==> src/sprc_pkg.sv <==
/*
  Package for the system power and reset control block: register offsets,
  field positions, reset values and timing counts.
  Assumes a 100 MHz system clock; the RC oscillator arrives as an enable.
*/
package sprc_pkg;

  // ------------------------------------------------------------------
  // register offsets in expanded bank F
  // ------------------------------------------------------------------
  localparam logic [7:0] ADDR_PORT_CONFIG = 8'h00;
  localparam logic [7:0] ADDR_PORT_DRIVE = 8'h06;
  localparam logic [7:0] ADDR_STOP_RECOVERY = 8'h0b;
  localparam logic [7:0] ADDR_COPROC_CONTROL = 8'h0c;
  localparam logic [7:0] ADDR_WATCHDOG_MODE = 8'h0f;

  // ------------------------------------------------------------------
  // field positions
  // ------------------------------------------------------------------
  localparam int COMPARATOR_OUT_BIT = 0;
  localparam int PORT4_PUSH_PULL_BIT = 0;
  localparam int PORT5_PUSH_PULL_BIT = 4;
  localparam int DIV16_BIT = 0;
  localparam int SOURCE_LSB = 2;
  localparam int FAST_WAKE_BIT = 5;
  localparam int WAKE_LEVEL_BIT = 6;
  localparam int WARM_BIT = 7;
  localparam int COPROC_IRQ2_BIT = 1;
  localparam int HOST_HOST_COPROC_IRQ_BIT = 0;
  localparam int DSP_RUN_BIT = 4;
  localparam int DSP_RESET_BIT = 5;
  localparam int CLOCK_SELECT_LSB = 6;
  localparam int WD_HALT_BIT = 2;
  localparam int WD_STOP_BIT = 3;
  localparam int WD_CLOCK_BIT = 4;

  // ------------------------------------------------------------------
  // reset values
  // ------------------------------------------------------------------
  localparam logic [7:0] PORT_CONFIG_RESET = 8'h00;
  localparam logic [7:0] PORT_DRIVE_RESET = 8'h11;
  localparam logic [7:0] STOP_RECOVERY_RESET = 8'h20;
  localparam logic [1:0] CLOCK_SELECT_RESET = 2'h0;
  localparam logic [4:0] WATCHDOG_MODE_RESET = 5'h0d;

  // ------------------------------------------------------------------
  // timing
  // ------------------------------------------------------------------
  localparam int CLOCK_MHZ = 100;
  localparam int POR_TIME_US = 5000;
  localparam int POR_CYCLES = POR_TIME_US * CLOCK_MHZ;
  localparam int WRITE_WINDOW_CYCLES = 64;
  localparam int RECOVERY_HOLD_CYCLES = 5;
  localparam int WD_RC_5MS_US = 5000;
  localparam int WD_RC_15MS_US = 15000;
  localparam int WD_RC_25MS_US = 25000;
  localparam int WD_RC_100MS_US = 100000;
  localparam int WD_XTAL_BASE = 256;
  localparam int COUNT_W = 24;

  typedef enum logic [1:0] {
    RUN,
    HALTED,
    STOPPED
  } sprc_mode_e;

endpackage

==> src/sprc_system_control.sv <==
/*
  System power and reset control: port options, power-on one-shot, HALT
  and STOP modes, stop recovery, coprocessor control and watchdog.
  Assumes the register strobes come from the host core in bank F, and
  that rcTick and crystalTick are one-cycle enables of those oscillators.
*/
// How it works
// port_config bit 0 routes both comparator outputs to port 3 bits 4,5.
// port_drive_config bit 0 picks port 4 push-pull, resets to one.
// port_drive_config bit 4 picks port 5 push-pull, resets to one.
// 5 ms one-shot on power good, watchdog timeout or delayed recovery.
// stop_recovery_control bit 5 high skips the delay; defaults one.
// wake source must hold its level at least five crystal periods.
// HALT gates the core clock; any interrupt resumes execution.
// STOP halts clocks; a reset source or the selected wake source leaves, restart at 000CH.
// software issues a no-op just before STOP or HALT.
// stop_recovery_control is write-only except read-only bit 7.
// bit 0 inserts divide-by-16 on system and timer clocks.
// bits 4:2 choose the wake source among port pins.
// bit 6 picks high or low wake level; zero after power-on.
// warm flag set on STOP entry, cleared on power-on or watchdog.
// coprocessor bits 7:6 set host clock divide 8, 4 or 2.
// bit 5 write one resets DSP; reads zero; bits 3:2 read zero.
// bit 4 clear gates the DSP clock; one after reset.
// bit 1 write one raises DSP interrupt 2; reads its state.
// bit 0 reads the DSP-to-host request; write one clears it.
// watchdog is retriggerable, enabled by first kick, resets at end.
// watchdog_mode writable only 64 host clocks after power-on.
// bits 1:0 choose the timeout in RC time or crystal counts.
// bits 2 and 3 keep the watchdog alive in HALT and STOP.
// bit 4 chooses the crystal instead of the RC oscillator.
// DSP reset is a single-cycle pulse in the DSP clock domain.
`timescale 1ns/1ps
module sprc_system_control #(
  parameter int PorCycles = sprc_pkg::POR_CYCLES,
  parameter int RcTicksPerUs = 1
) (
  // clock and reset
  input wire logic clock,
  input wire logic reset,
  // register access from the host core
  input wire logic regWrite,
  input wire logic regRead,
  input wire logic [7:0] regAddr,
  input wire logic [7:0] regWriteData,
  output logic [7:0] regReadData,
  // oscillator enables and supply
  input wire logic rcTick,
  input wire logic crystalTick,
  input wire logic powerGood,
  input wire logic externalReset,
  // host core events
  input wire logic haltRequest,
  input wire logic stopRequest,
  input wire logic watchdogKick,
  input wire logic interruptPending,
  // wake pins
  input wire logic [7:0] port2In,
  input wire logic [3:1] port3In,
  // comparators and port options
  input wire logic [1:0] comparatorOut,
  output logic comparatorOnPort3,
  output logic [1:0] port3CompData,
  output logic port4PushPull,
  output logic port5PushPull,
  // clock and reset control
  output logic hostClockEnable,
  output logic timerClockEnable,
  output logic [1:0] host_clock_select,
  output logic hostReset,
  output logic [15:0] restartAddress,
  // coprocessor link
  input wire logic dspClockTick,
  input wire logic host_coproc_irq_set,
  input wire logic coproc_irq2_ack,
  output logic dspClockEnable,
  output logic dspResetPulse,
  output logic coproc_irq2,
  output logic host_coproc_irq
);

  // ------------------------------------------------------------------
  // storage
  // ------------------------------------------------------------------
  sprc_pkg::sprc_mode_e mode;
  logic [7:0] portConfig, portDrive, stopRecovery;
  logic dspRun, dspResetReq, warmStart, watchdogEnabled, watchdogTimeout;
  logic [4:0] watchdogMode;
  logic [sprc_pkg::COUNT_W-1:0] watchdogCount, porCount;
  logic [6:0] windowCount;
  logic [3:0] div16Count;
  logic [2:0] wakeHold;
  logic wakeLevel, wakeEvent, porBusy, wdTick, wdAlive;

  // true when a register write hits the given offset
  function automatic logic hit(input logic [7:0] addr);
    return regWrite && regAddr == addr;
  endfunction

  // ------------------------------------------------------------------
  // port options
  // ------------------------------------------------------------------
  // comparator routing
  assign comparatorOnPort3 = portConfig[sprc_pkg::COMPARATOR_OUT_BIT];
  assign port3CompData = comparatorOnPort3 ? comparatorOut : 2'h0;
  // port 4 drive
  assign port4PushPull = portDrive[sprc_pkg::PORT4_PUSH_PULL_BIT];
  // port 5 drive
  assign port5PushPull = portDrive[sprc_pkg::PORT5_PUSH_PULL_BIT];

  always_ff @(posedge clock or posedge reset) begin
    if (reset) begin
      portConfig <= sprc_pkg::PORT_CONFIG_RESET;
      portDrive <= sprc_pkg::PORT_DRIVE_RESET;
    end else begin
      if (hit(sprc_pkg::ADDR_PORT_CONFIG)) portConfig <= regWriteData;
      if (hit(sprc_pkg::ADDR_PORT_DRIVE)) portDrive <= regWriteData;
    end
  end

  // ------------------------------------------------------------------
  // stop recovery: wake source and level
  // ------------------------------------------------------------------
  // wake source select
  always_comb begin
    unique case (stopRecovery[sprc_pkg::SOURCE_LSB +: 3])
      3'h2: wakeLevel = port3In[1];
      3'h3: wakeLevel = port3In[2];
      3'h4: wakeLevel = port3In[3];
      3'h5: wakeLevel = port2In[7];
      3'h6: wakeLevel = ~|port2In[3:0];
      3'h7: wakeLevel = ~|port2In;
      default: wakeLevel = ~stopRecovery[sprc_pkg::WAKE_LEVEL_BIT];
    endcase
  end

  // active level; a short hold filter rejects pin glitches
  always_ff @(posedge clock or posedge reset) begin
    if (reset) begin
      wakeHold <= 3'h0;
    end else if (mode != sprc_pkg::STOPPED ||
                 wakeLevel != stopRecovery[sprc_pkg::WAKE_LEVEL_BIT]) begin
      wakeHold <= 3'h0;
    end else if (crystalTick && !wakeEvent) begin
      wakeHold <= wakeHold + 3'h1;
    end
  end
  assign wakeEvent =
    wakeHold == 3'(sprc_pkg::RECOVERY_HOLD_CYCLES);

  // stop recovery write-only bits; R11 divide select is stored here
  always_ff @(posedge clock or posedge reset) begin
    if (reset) begin
      stopRecovery <= sprc_pkg::STOP_RECOVERY_RESET;
    end else if (hit(sprc_pkg::ADDR_STOP_RECOVERY)) begin
      stopRecovery <= {1'b0, regWriteData[6:0]};
    end
  end

  // warm start flag: set on STOP entry wins over clearing resets
  always_ff @(posedge clock or posedge reset) begin
    if (reset) begin
      warmStart <= 1'b0;
    end else if (mode == sprc_pkg::RUN && stopRequest) begin
      warmStart <= 1'b1;
    end else if (!powerGood || watchdogTimeout) begin
      warmStart <= 1'b0;
    end
  end

  // ------------------------------------------------------------------
  // power-on one-shot
  // ------------------------------------------------------------------
  // triggers: supply, watchdog, delayed recovery; R5 fast wake skips
  always_ff @(posedge clock or posedge reset) begin
    if (reset) begin
      porCount <= sprc_pkg::COUNT_W'(PorCycles);
    end else if (!powerGood || watchdogTimeout ||
                 (wakeEvent && !stopRecovery[sprc_pkg::FAST_WAKE_BIT])) begin
      porCount <= sprc_pkg::COUNT_W'(PorCycles);
    end else if (porBusy) begin
      porCount <= porCount - 1'b1;
    end
  end
  assign porBusy = porCount != '0;

  // ------------------------------------------------------------------
  // power modes
  // ------------------------------------------------------------------
  // halt until interrupt; R8 stop until a reset source or a wake event
  always_ff @(posedge clock or posedge reset) begin
    if (reset) begin
      mode <= sprc_pkg::RUN;
    end else if (watchdogTimeout || !powerGood || externalReset ||
                 wakeEvent) begin
      mode <= sprc_pkg::RUN;
    end else begin
      unique case (mode)
        sprc_pkg::RUN: begin
          if (stopRequest) mode <= sprc_pkg::STOPPED;
          else if (haltRequest) mode <= sprc_pkg::HALTED;
        end
        sprc_pkg::HALTED: if (interruptPending) mode <= sprc_pkg::RUN;
        sprc_pkg::STOPPED: mode <= sprc_pkg::STOPPED;
      endcase
    end
  end

  // restart address after a reset-class exit from STOP
  assign restartAddress = 16'h000c;
  assign hostReset = porBusy || externalReset;

  // divide-by-16 prescaler on system and timer clocks
  always_ff @(posedge clock or posedge reset) begin
    if (reset) div16Count <= 4'h0;
    else div16Count <= div16Count + 4'h1;
  end
  always_comb begin
    logic slow;
    slow = stopRecovery[sprc_pkg::DIV16_BIT] && div16Count != 4'h0;
    hostClockEnable = mode == sprc_pkg::RUN && !porBusy && !slow;
    timerClockEnable = mode != sprc_pkg::STOPPED && !slow;
  end

  // ------------------------------------------------------------------
  // coprocessor control
  // ------------------------------------------------------------------
  // clock select; R17 DSP run gating
  always_ff @(posedge clock or posedge reset) begin
    if (reset) begin
      host_clock_select <= sprc_pkg::CLOCK_SELECT_RESET;
      dspRun <= 1'b1;
    end else if (hit(sprc_pkg::ADDR_COPROC_CONTROL)) begin
      host_clock_select <= regWriteData[sprc_pkg::CLOCK_SELECT_LSB +: 2];
      dspRun <= regWriteData[sprc_pkg::DSP_RUN_BIT];
    end
  end
  assign dspClockEnable = dspRun && dspClockTick;

  // reset request held until the DSP domain takes it
  // single pulse on the next DSP clock tick
  always_ff @(posedge clock or posedge reset) begin
    if (reset) begin
      dspResetReq <= 1'b0;
      dspResetPulse <= 1'b0;
    end else begin
      dspResetPulse <= dspResetReq && dspClockTick;
      if (hit(sprc_pkg::ADDR_COPROC_CONTROL) &&
          regWriteData[sprc_pkg::DSP_RESET_BIT])
        dspResetReq <= 1'b1;
      else if (dspClockTick)
        dspResetReq <= 1'b0;
    end
  end

  // raise DSP interrupt 2; R19 clear host request, set wins
  always_ff @(posedge clock or posedge reset) begin
    if (reset) begin
      coproc_irq2 <= 1'b0;
      host_coproc_irq <= 1'b0;
    end else begin
      if (hit(sprc_pkg::ADDR_COPROC_CONTROL) &&
          regWriteData[sprc_pkg::COPROC_IRQ2_BIT])
        coproc_irq2 <= 1'b1;
      else if (coproc_irq2_ack)
        coproc_irq2 <= 1'b0;
      if (host_coproc_irq_set)
        host_coproc_irq <= 1'b1;
      else if (hit(sprc_pkg::ADDR_COPROC_CONTROL) &&
               regWriteData[sprc_pkg::HOST_HOST_COPROC_IRQ_BIT])
        host_coproc_irq <= 1'b0;
    end
  end

  // ------------------------------------------------------------------
  // watchdog
  // ------------------------------------------------------------------
  // write window after power-on
  always_ff @(posedge clock or posedge reset) begin
    if (reset) begin
      windowCount <= 7'h0;
      watchdogMode <= sprc_pkg::WATCHDOG_MODE_RESET;
    end else begin
      if (porBusy) windowCount <= 7'h0;
      else if (hostClockEnable &&
               windowCount != 7'(sprc_pkg::WRITE_WINDOW_CYCLES))
        windowCount <= windowCount + 7'h1;
      if (hit(sprc_pkg::ADDR_WATCHDOG_MODE) &&
          windowCount != 7'(sprc_pkg::WRITE_WINDOW_CYCLES)) begin
        watchdogMode <= regWriteData[4:0];
      end
    end
  end

  // timeout length in ticks of the chosen clock
  function automatic logic [sprc_pkg::COUNT_W-1:0] limit(
      input logic [1:0] sel, input logic xtal);
    int us;
    us = sel == 2'h0 ? sprc_pkg::WD_RC_5MS_US :
         sel == 2'h1 ? sprc_pkg::WD_RC_15MS_US :
         sel == 2'h2 ? sprc_pkg::WD_RC_25MS_US : sprc_pkg::WD_RC_100MS_US;
    if (xtal)
      return sprc_pkg::COUNT_W'(sprc_pkg::WD_XTAL_BASE <<
                                (sel == 2'h3 ? 4 : sel));
    return sprc_pkg::COUNT_W'(us * RcTicksPerUs);
  endfunction

  // retriggerable one-shot; R23 halt and stop keep-alive
  // crystal or RC as the counting clock
  assign wdTick =
    watchdogMode[sprc_pkg::WD_CLOCK_BIT] ? crystalTick : rcTick;
  assign wdAlive = mode == sprc_pkg::RUN ||
    (mode == sprc_pkg::HALTED && watchdogMode[sprc_pkg::WD_HALT_BIT]) ||
    (mode == sprc_pkg::STOPPED && watchdogMode[sprc_pkg::WD_STOP_BIT]);
  always_ff @(posedge clock or posedge reset) begin
    if (reset) begin
      watchdogEnabled <= 1'b0;
      watchdogCount <= '0;
      watchdogTimeout <= 1'b0;
    end else begin
      watchdogTimeout <= 1'b0;
      if (!powerGood) begin
        watchdogEnabled <= 1'b0;
        watchdogCount <= '0;
      end else if (watchdogKick) begin
        watchdogEnabled <= 1'b1;
        watchdogCount <= '0;
      end else if (watchdogEnabled && wdAlive && wdTick) begin
        if (watchdogCount + 1'b1 >= limit(watchdogMode[1:0],
            watchdogMode[sprc_pkg::WD_CLOCK_BIT])) begin
          watchdogTimeout <= 1'b1;
          watchdogCount <= '0;
        end else begin
          watchdogCount <= watchdogCount + 1'b1;
        end
      end
    end
  end

  // ------------------------------------------------------------------
  // read path
  // ------------------------------------------------------------------
  // read-only warm flag; R16 reserved and reset bits read zero
  always_ff @(posedge clock or posedge reset) begin
    if (reset) begin
      regReadData <= 8'h00;
    end else if (regRead) begin
      unique case (regAddr)
        sprc_pkg::ADDR_STOP_RECOVERY: regReadData <= {warmStart, 7'h00};
        sprc_pkg::ADDR_COPROC_CONTROL:
          regReadData <= {host_clock_select, 1'b0, dspRun, 2'h0,
                          coproc_irq2, host_coproc_irq};
        default: regReadData <= 8'h00;
      endcase
    end
  end

endmodule

==> config.mk <==
export PLATFORM = sky130hd
export DESIGN_NAME = sprc_system_control
export DESIGN_NICKNAME = d
export VERILOG_FILES = /design/src/sprc_pkg.sv /design/src/sprc_system_control.sv
export SDC_FILE = /design/constraint.sdc
export NUM_CORES = 1
export LEC_CHECK = 0
export BUFFER_PORTS_ARGS = -buffer_cell sky130_fd_sc_hd__buf_4
export CORE_UTILIZATION = 30
export DETAILED_ROUTE_END_ITERATION = 10
export PLACE_DENSITY_LB_ADDON = 0.12
export SYNTH_ARGS = -nofsm -noshare
export SYNTH_HDL_FRONTEND = slang
export SYNTH_SLANG_ARGS = --single-unit
==> constraint.sdc <==
create_clock -name clock -period 10.25 [get_ports clock]
set_clock_uncertainty 0.2 [all_clocks]
set_input_delay 1.025 -clock clock [delete_from_list [all_inputs] [get_ports clock]]
set_output_delay 1.025 -clock clock [all_outputs]
set_load 0.05 [all_outputs]
## Yosys cells after proc, flatten, opt, wreduce, memory -nomap -nowiden

Index checks and enable logic that the tools add are counted.

- Register bits: 100
- Output and inout port bits: 38
- Logic and storage cells: 150

- Add/sub/neg operators: 5
- $lt $le $gt $ge: 1
- Equality and inequality tests: 23
- Shifts and indexed selects: 1
- Mux-type cells: 46
- Bitwise logic cells: 1
- Reduce and logical (&&, ||, !) cells: 53

Operators with widths:

| cell | number |
|---|---|
| $mux W24 | 11 |
| $mux W17 | 3 |
| $add A24 B1 Y24 const B | 1 |
| $eq A8 B4 Y1 const B | 3 |
| $ge A24 B24 Y1 | 1 |
| $reduce_bool A24 Y1 | 1 |
| $shl A9 B3 Y24 const A | 1 |
| $sub A24 B1 Y24 const B | 1 |
| $logic_and A1 B1 Y1 | 23 |
| $mux W1 | 19 |
| $pmux W8 S2 | 1 |
| $eq A3 B3 Y1 const B | 5 |
| $mux W7 | 2 |
| $reduce_bool A2 Y1 | 7 |
| $mux W2 | 5 |
| $mux W3 | 3 |
| $eq A8 B3 Y1 const B | 1 |
| $logic_not A8 Y1 | 1 |
| $logic_or A1 B1 Y1 | 8 |
| $reduce_or A8 Y1 | 1 |
| $add A7 B1 Y7 const B | 1 |
| $logic_not A1 Y1 | 7 |
| $ne A7 B7 Y1 const B | 1 |
| $eq A2 B2 Y1 const B | 3 |
| other kinds (17) | 20 |

## Logic depth before layout (Yosys ltp)

- Depth in word-level cells: 18
- Mapped depth: 15

## Worst setup path before layout

No wires, ideal clock.

- Path kind: reg2reg
- From: register watchdogCount[2] (netlist bit)
- To: register watchdogCount[3] (netlist bit)
- Library setup time: 0.074 ns
- Data arrival time: 3.421 ns
- Required time: 9.976 ns
- Slack: 6.555 ns
- Cell stages (with the launch flop): 16
- Buffers on the path: 2
- Clock period less this slack: 3.695 ns
- Cells stage by stage: dfrtp_1 -> nand4_4 -> or2_2 -> clkbuf_1 -> nor2_1 -> and3_1 -> xnor2_1 -> inv_1 -> ha_1 -> a211oi_1 -> o21ai_0 -> a221o_1 -> a22oi_1 -> nand4b_1 -> buf_4 -> o21ai_2

- Longest elaborated chain between the ends: 6

RTL lines:

| element | line | source |
|---|---|---|
| from (decl) | sprc_system_control.sv:89 | `logic [sprc_pkg::COUNT_W-1:0] watchdogCount, porCount;` |
| from (signal assigned) | sprc_system_control.sv:334 | `watchdogCount <= watchdogCount + 1'b1;` |
| $add A24 B1 Y24 (*) | sprc_system_control.sv:329, sprc_system_control.sv:334 |  |
| $ge A24 B24 Y1 | sprc_system_control.sv:329 | `if (watchdogCount + 1'b1 >= limit(watchdogMode[1:0],` |
| $mux W24 (*) | sprc_system_control.sv:329 |  |
| $mux W24 (*) | sprc_system_control.sv:328 | `end else if (watchdogEnabled && wdAlive && wdTick) begin` |
| $mux W24 (*) | sprc_system_control.sv:325 | `end else if (watchdogKick) begin` |
| $mux W24 (*) | sprc_system_control.sv:322 | `if (!powerGood) begin` |

Every way passes the cells marked *; elsewhere a longest branch is shown, timed or not. The select of a mux whose other input is x is not followed.
A chain may end at the register's enable or synchronous reset.

## Worst setup path after layout

- From: register watchdogCount[2] (netlist bit)
- To: register watchdogCount[4] (netlist bit)

Same word-level chain as after synthesis.

==> flow_summary.ini <==
[critical_path]
worst_r2r_path_depth = 13
critical_path.slowest_cell = nand4b_1
crit_top_cell = o21ai_0
r2r_end = watchdogCount[4]
critPathBufInv = 1
timing.critical_path.cells = nand4_4 -> or2_2 -> nor2_1 -> and3_1 -> xnor2_1 -> inv_1 -> ha_1 -> a211oi_1 -> o21ai_0 -> a221o_1 -> a22oi_1 -> nand4b_1 -> o21ai_0
cpPeakStageDelay_ns = 0.81
reg2reg_setup_slack_ns = 5.38
timing.setup.critical_path_class = reg2reg
crit_path_start_kind = register
critical_path.top_delay_family = simple AND/OR/NAND/NOR gates
critical_path.max_fanout = 11
critical_path.reg2reg.startpoint = watchdogCount[2]
worstPathArrival_ns = 4.91
crit_path_end_kind = register
required_ns = 10.29

[power_and_ir_drop]
power.share.switching_pct = 26.6
share_of_power_burned_in_the_clock_network_pct = 42.7
vdd_drop_max_mv = 0.0747
p_switching_mw = 0.228
finalPower_mw = 0.860
leakage_nw = 2.92
power.share.sequential_pct = 45.4
power.internal_mw = 0.632
pwr-share-comb_pct = 11.8
pwr_density_cell_mw_per_mm2 = 131

[sta]
final_hold_viol_count = 0
final.setup.tns_ns = 0
count_of_pins_over_their_slew_limit = 0
post-route-period-util_pct = 47.5
actual_slew_at_the_worst_max_slew_pin_ns = 1.05
setup_viol = 0
slew_headroom_pct = 29.8
postLayoutSetupSlackWorst_ns = 5.38
rsz0062_at_grt = false
tmin_final_ns = 4.87
max_clock_freq_mhz = 205

[routing]
avgViaCountPerCell = 4.83
detailed_route_iter0_violations = 161
drt_pass1_iterations = 7
route.final.wire_length_mm = 12.7
remaining_drc_errors = 2
vias = 4199
post_drt_wl_per_cell_um = 14.6
ant_nets = 0

[cells_and_area]
diodes = 0
postLayoutCoreUtil_pct = 36.0
flow.area_growth_from_synthesis_pct = 16.9
final_layout_size_suffix_gt1_share_pct = 21.2
number_of_nets_at_the_end_of_the_flow = 711

[yosys]
synth-seq-cells = 93
ys.flop_type = dfrtp_1
edff_count_synth = 0
post_synth_inst_count = 578
post_synth.cell_area_avg_um2 = 9.68
synth_warnings = 0
synthesis.area_mm2 = 0.00559
ys_types = 67
asyncSetResetFlopFracSynth_pct = 100
synth-seq-area-share_pct = 41.9

[grt]
grt_antenna_before_repair = 0
grt_use_total_pct = 14.2
grt_max_degree = 80
grt_first_pass_wirelength_mm = 21.6
via_count_of_the_first_global_routing_pass = 4200
total_congestion_overflow = 0

[cts]
tritoncts = done
cts_hold_repair.buffers = 0
clkTransAtPathRegs_ns = 0.07
cts_repair_resize_count = 0
post-cts-setup-buffers = 0
cts_htree_levels = 3
cts-buffers-inserted = 9
ctsRootBufferMaster = clkbuf_16
clock-sinks = 93
clk_latency_ns = 0.35
maximum_clock_path_buffer_count = 2

[job]
drv.max_cap_violation_count = 0

[floorplanning]
die-area_mm2 = 0.0192
initial_utilization_pct = 30.8
coreArea_mm2 = 0.0181
dieHeight_um = 139
boundaryPins = 82
core.rowCount = 49
die_width_um = 139

[hold_path]
sink_of_the_worst_hold_path = div16Count[0]
worst_hold_startpoint = div16Count[0]
worst_hold_path.num_cells = 1
hp-class = reg2reg

[placed_design]
dp_slack_ns = 5.48
gp_routability_congestion = 0.771
hpwlAfterDp_mm = 9.31
port_buf_inserts = 62

[outcome]
status = complete, but fails checks
failing_checks = DRC
how the worst max path moves through the flow:
stage / depth (start not counted) / end / startpoint / slack (ns)
floorplan: 15 / watchdogCount[3] / watchdogCount[2] / 6.55
global placement: 13 / watchdogCount[4] / watchdogCount[2] / 5.54
detailed placement: 13 / watchdogCount[4] / watchdogCount[2] / 5.48
CTS: 13 / watchdogCount[4] / watchdogCount[2] / 5.39
global route: 13 / watchdogCount[4] / watchdogCount[2] / 5.11
finish: 13 / watchdogCount[4] / watchdogCount[2] / 5.38
power groups by stage:
stage | Combinational [mW] | Clock (mW) | Sequential [mW]
finish | 0.102 | 0.368 | 0.391
detailed placement | 0.103 | 0 | 0.397
global placement | 0.102 | 0 | 0.397
floorplan | 0.0730 | 0 | 0.398
CTS | 0.104 | 0.382 | 0.391
global route | 0.113 | 0.400 | 0.392
final cells by class:
cell class,instances,area (µm²)
multi-input combinational,432,2960
tap,229,287
fill,1850,11600
inverter,35,134
clock buffer,10,229
clock inverter,6,95.1
timing repair buffer,65,488
sequential,93,2340
metal layers:
layer  vias up  wire [µm]  global-route usage (%)
met5         -          0                       0
met4         0        138                    3.31
met3        10        389                    3.87
met2        43       6250                    24.1
met1      2044       5930                    17.8
li1       2102          -                       -
flip-flops by register name, summed over array words and instances, names as in the netlist, 3 cells and up:
| register | flops |
|---|---|
| div16Count | 4 |
| porCount | 24 |
| stopRecovery | 6 |
| watchdogMode | 5 |
| watchdogCount | 24 |
| regReadData | 5 |
| windowCount | 7 |
| wakeHold | 3 |
Yosys cell counts (13+ instances only):
library cell / n / share of area, %
xor2_1: 15 / 2.3
nand2_1: 56 / 3.8
a21oi_1: 13 / 1.2
mux2_2: 14 / 2.8
ha_1: 31 / 6.9
inv_1: 35 / 2.3
buf_4: 20 / 2.7
and2_1: 14 / 1.6
xnor2_1: 23 / 3.6
nor3_1: 19 / 1.7
nand3_1: 22 / 2.0
nor2_1: 46 / 3.1
dfstp_2: 14 / 6.6
dfrtp_1: 79 / 35
o21ai_0: 19 / 1.7
cell usage in the layout (no fill, tap or decap), types with 4 or more instances in the layout:
cell,n
o21ai_0,19
inv_1,34
o2111ai_1,7
nand3_1,22
dfstp_2,14
conb_1,19
nor2b_1,8
a21oi_1,13
dfrtp_1,79
and2_1,14
clkbuf_16,9
nor4_1,7
and3_1,11
mux2i_1,7
nor3_1,19
xnor2_1,23
o21ai_2,10
nand2_1,56
a31oi_1,4
buf_4,65
mux2_2,14
or3_1,7
ha_1,31
nand2b_1,6
nor3b_1,9
nor2_1,46
xor2_1,15
nand4_1,11
kinds of logic (layout without fill, tap and decap cells):
group / after synthesis / count (layout) / share of synthesized area [%]
AND/OR/NAND/NOR: 242 / 242 / 23.9
flip-flops: 93 / 93 / 41.9
AO/OA/AOI/OAI: 81 / 81 / 10.8
buffers and inverters: 70 / 116 / 6.35
XOR/XNOR: 38 / 38 / 5.95
adder cells (fa/ha/maj): 31 / 31 / 6.93
multiplexers: 21 / 21 / 4.07
other: 2 / 19 / 0.134
stage by stage:
stage / instance area, µm² / std cells / hold slack [ns]
final: 6540 / 870 / 0.277
after global routing: 6540 / 870 / 0.298
after CTS: 6540 / 870 / 0.280
after detailed placement: 6220 / 854 / 0.269
after global placement: 6220 / 854 / 0.253
after floorplan: 5660 / 595 / 0.242
No activity file was read; power rests on OpenSTA's default activity.
